==> config.mk <==
export PLATFORM = sky130hd
export DESIGN_NAME = pmw_wake_ctrl
export DESIGN_NICKNAME = d
export VERILOG_FILES = /design/src/hw/pmw_counter.v /design/src/hw/pmw_wake_ctrl.v
export VERILOG_INCLUDE_DIRS = /design/src /design/src/hw
export SDC_FILE = /design/constraint.sdc
export NUM_CORES = 1
export LEC_CHECK = 0
export ABC_AREA = 1
export BUFFER_PORTS_ARGS = -buffer_cell sky130_fd_sc_hd__buf_2
export CAP_MARGIN = 20
export CORE_MARGIN = 1
export CORE_UTILIZATION = 41
export CTS_CLUSTER_DIAMETER = 60
export CTS_CLUSTER_SIZE = 16
export DETAILED_ROUTE_END_ITERATION = 10
export MAX_ROUTING_LAYER = met4
export PLACE_DENSITY = 0.58
export SLEW_MARGIN = 5
export SYNTH_ARGS = -nofsm -noshare
export SYNTH_HDL_FRONTEND = slang
export SYNTH_HIERARCHICAL = 1
export SYNTH_SLANG_ARGS = --single-unit
==> constraint.sdc <==
create_clock -name hclk -period 2.37 [get_ports hclk]
set_clock_uncertainty 0.05 [all_clocks]
set_input_delay 0.474 -clock hclk [delete_from_list [all_inputs] [get_ports hclk]]
set_output_delay 0.474 -clock hclk [all_outputs]
set_load 0.05 [all_outputs]
==> src/hw/pmw_defines.vh <==
// Purpose: constants for the power management and wake control block
// Assumes: 32-bit AHB-Lite register bus, 100 MHz hclk
// Notes: byte addresses, field positions, reset values and timing counts
`ifndef PMW_DEFINES_VH
`define PMW_DEFINES_VH

// register byte addresses
`define PMW_ADDR_HW_CONFIG 8'h74
`define PMW_ADDR_BYTE_TEST 8'h64
`define PMW_ADDR_PM_CTRL 8'h84
`define PMW_ADDR_EVENT_SRC 8'h90

// field positions in power_management_control
`define PMW_BIT_STATE_HI 13
`define PMW_BIT_STATE_LO 12
`define PMW_BIT_XCVR_RST 10
`define PMW_BIT_WAKE_LAN_ENABLE 9
`define PMW_BIT_ENERGY_DETECT_ENABLE 8
`define PMW_BIT_BUF_TYPE 6
`define PMW_BIT_WS_HI 5
`define PMW_BIT_WS_LO 4
`define PMW_BIT_PULSE_SEL 3
`define PMW_BIT_POL 2
`define PMW_BIT_OUT_EN 1
`define PMW_BIT_READY 0

// power state codes
`define PMW_STATE_NORMAL 2'h0
`define PMW_STATE_WAKE_FRAME 2'h1
`define PMW_STATE_ENERGY 2'h2
`define PMW_STATE_RESERVED 2'h3

// reset values
`define PMW_HW_CONFIG_RST 32'h00000000
`define PMW_BYTE_TEST_VAL 32'h87654321

// timing: times in ns, counts derived at 10 ns per cycle
`define PMW_CLK_PERIOD_NS 10
`define PMW_XCVR_RST_NS 100000
`define PMW_XCVR_RST_CYC ((`PMW_XCVR_RST_NS + `PMW_CLK_PERIOD_NS - 1) / `PMW_CLK_PERIOD_NS)
`define PMW_PULSE_NS 50000000
`define PMW_PULSE_CYC (`PMW_PULSE_NS / `PMW_CLK_PERIOD_NS)
`define PMW_SETTLE_CYC 16

`endif

==> src/hw/pmw_counter.v <==
// Purpose: load-and-count-down timer with a done pulse
// Assumes: one clock, asynchronous active-low reset
// Notes: done pulses one cycle after the count reaches one
`timescale 1ns/1ps
`default_nettype none
module pmw_counter #(
  parameter WIDTH = 32
) (
  // clock and reset
  input wire hclk,
  input wire hresetn,
  // control
  input wire load,
  input wire [WIDTH-1:0] load_val,
  input wire cancel,
  // status
  output reg busy,
  output reg done
);
  reg [WIDTH-1:0] cnt_r;

  // count down while busy, report the final cycle
  always @(posedge hclk or negedge hresetn) begin
    if (!hresetn) begin
      cnt_r <= {WIDTH{1'b0}};
      busy <= 1'b0;
      done <= 1'b0;
    end else begin
      done <= 1'b0;
      if (load) begin
        cnt_r <= load_val;
        busy <= 1'b1;
      end else if (cancel) begin
        busy <= 1'b0;
      end else if (busy) begin
        if (cnt_r <= {{(WIDTH-1){1'b0}}, 1'b1}) begin
          busy <= 1'b0;
          done <= 1'b1;
        end else begin
          cnt_r <= cnt_r - {{(WIDTH-1){1'b0}}, 1'b1};
        end
      end
    end
  end
endmodule
`default_nettype wire

==> src/hw/pmw_wake_ctrl.v <==
// Purpose: power state, wake control and wake output behind AHB-Lite
// Assumes: hclk 100 MHz; event and wake_out_in inputs come from pins
// Notes: all outputs registered; reads take one wait state, writes none
//
// Overview of operation
// - writes ignored until first read after wake
// - bits 13-12 select normal, frame, energy
// - byte test write wakes reduced state
// - bit 10 holds transceiver reset 100us
// - bit 10 writes ignored while transceiver reset high
// - bit 9 gates wake frame events
// - bit 8 gates energy events
// - bit 6 push-pull, else open-drain active low
// - bits 5-4 report wake cause
// - write one clears wake status bit
// - status clears only when ready, sources cleared
// - bit 3 pulses 50ms, else static output
// - clearing status or enable drops output
// - bit 2 polarity, push-pull only
// - bit 1 gates only external pin
// - bit 0 ready after stabilising; after reset it sets on the first clock instead
// - control register readable in every state
//
// Local design decision: the AHB-Lite interface to the registers.
`timescale 1ns/1ps
`default_nettype none
`include "pmw_defines.vh"
module pmw_wake_ctrl #(
  parameter PULSE_CYC = `PMW_PULSE_CYC,
  parameter SETTLE_CYC = `PMW_SETTLE_CYC
) (
  // clock and reset
  input wire hclk,
  input wire hresetn,
  // ahb-lite slave
  input wire hsel,
  input wire [7:0] haddr,
  input wire [1:0] htrans,
  input wire hwrite,
  input wire [2:0] hsize,
  input wire [31:0] hwdata,
  input wire hready,
  output reg [31:0] hrdata,
  output reg hreadyout,
  output reg hresp,
  // wake event pins
  input wire wake_frame_evt,
  input wire energy_evt,
  // external wake pin, three signals
  input wire wake_out_in,
  output reg wake_out_o,
  output reg wake_out_oe,
  // internal wake interrupt and transceiver reset
  output reg wake_interrupt,
  output reg transceiver_reset,
  // current power state
  output reg [1:0] power_state
);
  // ******************************************************
  // declarations
  // ******************************************************
  reg [2:0] wf_sync_r;
  reg [2:0] ed_sync_r;
  reg wf_lvl_r;
  reg ed_lvl_r;
  reg ap_valid_r;
  reg ap_write_r;
  reg [7:0] ap_addr_r;
  reg [1:0] state_r;
  reg ready_r;
  reg read_seen_r;
  reg wake_lan_enable_r;
  reg energy_detect_enable_r;
  reg buf_type_r;
  reg [1:0] wstat_r;
  reg pulse_sel_r;
  reg pol_r;
  reg out_en_r;
  reg active_r;
  reg settling_r;
  wire wr_go;
  wire rd_go;
  wire wr_ok;
  wire wake_req;
  wire wf_rise;
  wire ed_rise;
  wire [1:0] ev_new;
  wire xr_busy;
  wire pulse_busy;
  wire pulse_done;
  wire settle_done;
  wire settle_busy;
  wire ws_clear_ok;
  wire [1:0] ws_clr;
  wire ev_any;
  wire assert_lvl;
  reg [31:0] rd_word;

  // true when address is one of the mapped words
  function is_mapped;
    input [7:0] a;
    begin
      is_mapped = (a == `PMW_ADDR_PM_CTRL) || (a == `PMW_ADDR_BYTE_TEST) ||
                  (a == `PMW_ADDR_HW_CONFIG) || (a == `PMW_ADDR_EVENT_SRC);
    end
  endfunction

  // ******************************************************
  // input synchronisers
  // ******************************************************
  // three stages; a change counts once stages two and three agree
  always @(posedge hclk or negedge hresetn) begin
    if (!hresetn) begin
      wf_sync_r <= 3'h0;
      ed_sync_r <= 3'h0;
      wf_lvl_r <= 1'b0;
      ed_lvl_r <= 1'b0;
    end else begin
      wf_sync_r <= {wf_sync_r[1:0], wake_frame_evt};
      ed_sync_r <= {ed_sync_r[1:0], energy_evt};
      if (wf_sync_r[1] == wf_sync_r[2]) begin
        wf_lvl_r <= wf_sync_r[2];
      end
      if (ed_sync_r[1] == ed_sync_r[2]) begin
        ed_lvl_r <= ed_sync_r[2];
      end
    end
  end

  // event edges, each only when its enable is set
  assign wf_rise = wf_sync_r[2] && (wf_sync_r[1] == wf_sync_r[2]) && !wf_lvl_r;
  assign ed_rise = ed_sync_r[2] && (ed_sync_r[1] == ed_sync_r[2]) && !ed_lvl_r;
  assign ev_new = {wf_rise && wake_lan_enable_r, ed_rise && energy_detect_enable_r};

  // ******************************************************
  // bus address phase
  // ******************************************************
  // capture the address phase; the data phase follows next cycle
  always @(posedge hclk or negedge hresetn) begin
    if (!hresetn) begin
      ap_valid_r <= 1'b0;
      ap_write_r <= 1'b0;
      ap_addr_r <= 8'h00;
    end else if (hready) begin
      ap_valid_r <= hsel && htrans[1];
      ap_write_r <= hwrite;
      ap_addr_r <= {haddr[7:2], 2'h0};
    end
  end

  assign wr_go = ap_valid_r && ap_write_r;
  assign rd_go = hsel && htrans[1] && hready && !hwrite;
  // the byte test write is honoured in any reduced state, it is the wake path
  assign wake_req = wr_go && (ap_addr_r == `PMW_ADDR_BYTE_TEST) &&
                    (state_r != `PMW_STATE_NORMAL);
  // writes count only after a read and while ready
  assign wr_ok = wr_go && read_seen_r && ready_r;

  // ******************************************************
  // read data mux
  // ******************************************************
  // control and hw config registers always answer, other words only when ready
  always @* begin
    rd_word = 32'h00000000;
    if (ap_addr_r == `PMW_ADDR_PM_CTRL) begin
      rd_word[`PMW_BIT_STATE_HI:`PMW_BIT_STATE_LO] = state_r;
      rd_word[`PMW_BIT_XCVR_RST] = xr_busy;
      rd_word[`PMW_BIT_WAKE_LAN_ENABLE] = wake_lan_enable_r;
      rd_word[`PMW_BIT_ENERGY_DETECT_ENABLE] = energy_detect_enable_r;
      rd_word[`PMW_BIT_BUF_TYPE] = buf_type_r;
      rd_word[`PMW_BIT_WS_HI:`PMW_BIT_WS_LO] = wstat_r;
      rd_word[`PMW_BIT_PULSE_SEL] = pulse_sel_r;
      rd_word[`PMW_BIT_POL] = pol_r;
      rd_word[`PMW_BIT_OUT_EN] = out_en_r;
      rd_word[`PMW_BIT_READY] = ready_r;
    end else if (ap_addr_r == `PMW_ADDR_HW_CONFIG) begin
      rd_word = `PMW_HW_CONFIG_RST;
    end else if (ready_r && ap_addr_r == `PMW_ADDR_BYTE_TEST) begin
      rd_word = `PMW_BYTE_TEST_VAL;
    end else if (ready_r && ap_addr_r == `PMW_ADDR_EVENT_SRC) begin
      rd_word = {30'h0, wf_lvl_r, ed_lvl_r};
    end
  end

  // bus answers: a read holds hready low for one cycle so that hrdata
  // is a flip-flop loaded from state already updated by any earlier write
  always @(posedge hclk or negedge hresetn) begin
    if (!hresetn) begin
      hrdata <= 32'h00000000;
      hreadyout <= 1'b1;
      hresp <= 1'b0;
    end else begin
      hresp <= 1'b0;
      if (rd_go) begin
        hreadyout <= 1'b0;
      end else if (!hreadyout) begin
        hreadyout <= 1'b1;
        hrdata <= is_mapped(ap_addr_r) ? rd_word : 32'h00000000;
      end
    end
  end

  // ******************************************************
  // timers
  // ******************************************************
  pmw_counter #(.WIDTH(32)) u_xr_tmr (
    .hclk(hclk),
    .hresetn(hresetn),
    .load(wr_ok && (ap_addr_r == `PMW_ADDR_PM_CTRL) &&
          hwdata[`PMW_BIT_XCVR_RST] && !xr_busy),
    .load_val(`PMW_XCVR_RST_CYC),
    .cancel(1'b0),
    .busy(xr_busy),
    .done()
  );

  pmw_counter #(.WIDTH(32)) u_pulse_tmr (
    .hclk(hclk),
    .hresetn(hresetn),
    .load((|ev_new) && pulse_sel_r),
    .load_val(PULSE_CYC),
    .cancel(ws_clear_ok && (|ws_clr)),
    .busy(pulse_busy),
    .done(pulse_done)
  );

  pmw_counter #(.WIDTH(32)) u_settle_tmr (
    .hclk(hclk),
    .hresetn(hresetn),
    .load(wake_req),
    .load_val(SETTLE_CYC),
    .cancel(1'b0),
    .busy(settle_busy),
    .done(settle_done)
  );

  // ******************************************************
  // control register and power state
  // ******************************************************
  assign ws_clear_ok = wr_ok && (ap_addr_r == `PMW_ADDR_PM_CTRL) &&
                       (state_r == `PMW_STATE_NORMAL) && !wf_lvl_r && !ed_lvl_r;
  assign ws_clr = ws_clear_ok ? hwdata[`PMW_BIT_WS_HI:`PMW_BIT_WS_LO] : 2'h0;

  always @(posedge hclk or negedge hresetn) begin
    if (!hresetn) begin
      state_r <= `PMW_STATE_NORMAL;
      ready_r <= 1'b0;
      read_seen_r <= 1'b0;
      settling_r <= 1'b1;
      wake_lan_enable_r <= 1'b0;
      energy_detect_enable_r <= 1'b0;
      buf_type_r <= 1'b0;
      wstat_r <= 2'h0;
      pulse_sel_r <= 1'b0;
      pol_r <= 1'b0;
      out_en_r <= 1'b0;
    end else begin
      // power-up: ready sets on the first clock after reset, without a settle wait
      if (settling_r && !settle_busy && !wake_req) begin
        settling_r <= 1'b0;
        ready_r <= 1'b1;
      end
      if (rd_go) begin
        read_seen_r <= 1'b1;
      end
      // wake: back to normal, ready after the settle time
      if (wake_req) begin
        state_r <= `PMW_STATE_NORMAL;
        read_seen_r <= 1'b0;
      end else if (settle_done) begin
        ready_r <= 1'b1;
      end else if (wr_ok && ap_addr_r == `PMW_ADDR_PM_CTRL) begin
        if (hwdata[`PMW_BIT_STATE_HI:`PMW_BIT_STATE_LO] != `PMW_STATE_RESERVED) begin
          state_r <= hwdata[`PMW_BIT_STATE_HI:`PMW_BIT_STATE_LO];
          if (hwdata[`PMW_BIT_STATE_HI:`PMW_BIT_STATE_LO] != `PMW_STATE_NORMAL) begin
            ready_r <= 1'b0;
          end
        end
        wake_lan_enable_r <= hwdata[`PMW_BIT_WAKE_LAN_ENABLE];
        energy_detect_enable_r <= hwdata[`PMW_BIT_ENERGY_DETECT_ENABLE];
        buf_type_r <= hwdata[`PMW_BIT_BUF_TYPE];
        pulse_sel_r <= hwdata[`PMW_BIT_PULSE_SEL];
        pol_r <= hwdata[`PMW_BIT_POL];
        out_en_r <= hwdata[`PMW_BIT_OUT_EN];
      end
      // an event wins over a same-cycle clear
      wstat_r <= (wstat_r & ~ws_clr) | {ev_new[1], ev_new[0]};
    end
  end

  // ******************************************************
  // wake output and interrupt
  // ******************************************************
  // static level follows status and enables; pulse follows its timer
  assign ev_any = (wstat_r[1] && wake_lan_enable_r) || (wstat_r[0] && energy_detect_enable_r);

  always @(posedge hclk or negedge hresetn) begin
    if (!hresetn) begin
      active_r <= 1'b0;
    end else if (pulse_sel_r) begin
      active_r <= pulse_busy && !pulse_done && ev_any;
    end else begin
      active_r <= ev_any;
    end
  end

  assign assert_lvl = buf_type_r ? pol_r : 1'b0;

  // drive the pin: push-pull drives whenever out_en_r is set, open-drain drives low when active and out_en_r is set
  always @(posedge hclk or negedge hresetn) begin
    if (!hresetn) begin
      wake_out_o <= 1'b0;
      wake_out_oe <= 1'b0;
      wake_interrupt <= 1'b0;
      transceiver_reset <= 1'b0;
      power_state <= `PMW_STATE_NORMAL;
    end else begin
      wake_interrupt <= ev_any;
      transceiver_reset <= xr_busy;
      power_state <= state_r;
      if (buf_type_r) begin
        wake_out_oe <= out_en_r;
        wake_out_o <= (active_r && out_en_r) ? assert_lvl : !assert_lvl;
      end else begin
        wake_out_oe <= active_r && out_en_r;
        wake_out_o <= 1'b0;
      end
    end
  end
endmodule
`default_nettype wire

==> impl_metrics.py <==
metrics = {
    "sta": {
        "period_minus_slack_ns": 2.16,
        "finalSetupViolCount": 0,
        "min_period_over_period": 0.911,
        "finalSetupTns_ns": 0,
        "rsz0062_at_grt": "no",
        "slew-limit-headroom": 0.562,
        "slew_violations": 0,
        "max_freq_ghz": 0.463,
        "finalHoldViolCount": 0,
        "worst_pin_slew_ns": 0.655,
        "fin_hold_ws_ns": 0.0926,
    },
    "cells_and_area": {
        "fill_cells": 2397,
        "drive_gt1_frac": 0.104,
        "nets": 1647,
        "diodes": 0,
        "area_growth_pct": 15.5,
        "fin_util": 0.484,
        "fin_area_um2": 11400,
    },
    "job": {
        "cap_violations": 0,
    },
    "placed_design": {
        "dp_hpwl_mm": 17.0,
        "place.gp.congestion": 0.897,
        "dpl_cell_area_um2": 10800,
        "numPortBuffers": 52,
    },
    "detailed_routing": {
        "drc_errors": 0,
        "wl_per_cell_um": 12.4,
        "ant_nets": 0,
        "first_pass_iters": 5,
        "routed-via-count": 8939,
        "routed_wl_mm": 23.9,
        "via_per_inst": 4.66,
        "drtIter0Drc": 530,
    },
    "synthesis": {
        "synthCells": 1444,
        "ys_warn_count": 6,
        "avgSynthCellArea_um2": 6.81,
        "syn_area_um2": 9840,
    },
    "clock_network": {
        "cts_buffers": 17,
        "cts_resized": 0,
        "clockBufferDepth": 2,
        "clk_latency_ns": 0.43,
        "clkSlewWorstSetupHoldPaths_ns": 0.07,
        "root_buffer": "clkbuf_16",
        "cts_tree": "yes",
        "cts_sinks": 151,
        "cts-htree-levels": 4,
    },
    "critical_path": {
        "reg2reg_from": "ap_addr_r[4]",
        "worstPathRequired_ns": 2.64,
        "critPathCaptureType": "flop",
        "reg2reg_to": "u_xr_tmr/cnt_r[4]",
        "reg2reg_depth": 13,
        "crit_fanout": 26,
        "arrival_ns": 2.43,
        "r2r_slack_ns": 0.21,
        "worst-setup-path-type": "flop to flop",
        "cp-start-kind": "flop",
    },
    "hold_path": {
        "holdPathEnd": "ed_sync_r[0]",
        "worstHoldStart": "energy_evt",
        "whs_path_depth": 1,
        "hp-class": "primary input to flop",
    },
    "pwr": {
        "power_density_nw_per_um2": 699,
        "power_leakage_nw": 5.81,
        "p_comb_frac": 0.241,
        "power_switching_mw": 2.91,
        "clkPwrFrac": 0.346,
        "seqPwrFrac": 0.412,
        "power_mw": 7.95,
        "p_sw_frac": 0.366,
        "internal_power_mw": 5.03,
        "ir_drop_v": 0.000388,
    },
    "global_routing": {
        "grt.total_usage": 0.216,
        "grt_remaining_overflow": 0,
        "grt_pass1_vias": 8521,
        "grt_pass1_wl_mm": 41.5,
        "grt_max_degree": 69,
        "antenna_found_initial": 0,
    },
    "die": {
        "initial_core_util": 0.419,
        "chipWidth_um": 157,
        "die_h_um": 157,
        "core-area_um2": 23500,
        "rows": 56,
        "ios": 93,
        "die_area_um2": 24600,
    },
    "outcome": {
        "status": "finished clean",
    },
}
## metal layers
layer  vias up  part of all wire  global-route usage
li1       4757                 -                   -
met1      4021              0.50               0.286
met2       144              0.46               0.348
met3        17             0.032              0.0307
met4         0            0.0083              0.0495
met5         -                 0                   -
## registers in the layout, summed over array words and instances (netlist names), 3 cells and up
signal,flops
ap_addr_r,6
ed_sync_r,3
hrdata,13
u_pulse_tmr/cnt_r,32
u_settle_tmr/cnt_r,32
u_xr_tmr/cnt_r,32
wf_sync_r,3
## worst max-delay path by stage
stage / startpoint / end / slack [ns]
after detailed placement: ap_addr_r[4] / u_xr_tmr/cnt_r[4] / 0.22
final: ap_addr_r[4] / u_xr_tmr/cnt_r[4] / 0.21
after global placement: ap_addr_r[4] / u_xr_tmr/cnt_r[4] / 0.23
after CTS: ap_addr_r[4] / u_xr_tmr/cnt_r[4] / 0.20
after floorplan: ap_addr_r[4] / u_xr_tmr/cnt_r[8] / 0.31
after global routing: u_settle_tmr/cnt_r[0] / u_settle_tmr/cnt_r[20] / 0.02
## stage by stage
| step | setup slack, ns | std cells |
|---|---|---|
| floorplan | 0.306 | 1552 |
| global placement | 0.234 | 1885 |
| detailed placement | 0.221 | 1885 |
| CTS | 0.195 | 1918 |
| global route | 0.0243 | 1918 |
| finish | 0.211 | 1918 |
## critical path: stages, from the launching register on
cell and delay [ns]:
dfrtp_1 0.38, inv_1 0.11, nand2_2 0.07, nor2_4 0.13, nand2_2 0.12, inv_2 0.15
nand3_1 0.15, nor3b_4 0.29, inv_2 0.07, buf_4 0.23, o21ai_0 0.11, nand2_1 0.07
nand2_1 0.06, nand2_1 0.04
## final cells by class
cell class / instances / area, µm² / share of cell area
Clock inverter: 14 / 163 / 0.0143
Inverter: 100 / 383 / 0.0337
Multi-Input combinational cell: 1241 / 5690 / 0.501
Sequential cell: 151 / 3780 / 0.333
Tap cell: 319 / 399 / 0.0351
Clock buffer: 18 / 429 / 0.0378
Timing Repair Buffer: 75 / 517 / 0.0455
## power groups by stage
stage,Clock (mW),Combinational [mW],Sequential (mW)
global placement,0,1.90,3.32
CTS,2.83,1.94,3.28
floorplan,0,1.47,3.27
detailed placement,0,1.93,3.32
finish,2.75,1.92,3.28
global route,2.94,2.23,3.33
## what timing repair did
item | CTS | global route
setup buffers | 0 | 0
endpoints found under the hold margin | 31 | 0
hold buffers | 1 | 0
## cell usage in the layout, fill, tap and decap left out, types with 3 or more instances in the layout
master / instances
o21bai_4: 3
a21boi_0: 3
xnor2_1: 27
ha_1: 8
nor3b_1: 3
nand2_2: 9
a21oi_1: 6
buf_2: 51
o21ai_1: 7
buf_12: 6
nor2_4: 14
clkinv_4: 4
nor3_1: 4
o21ai_0: 42
nand3b_1: 4
nand4_1: 23
conb_1: 110
clkbuf_16: 17
inv_2: 8
dfrtp_1: 149
o21ai_4: 3
nor2_1: 201
xor2_1: 11
inv_6: 5
inv_1: 90
nor2_2: 10
nand3_1: 218
nand2_1: 520
buf_4: 16
nand3_2: 6
Note: power is estimated with default switching activity, not from simulation.
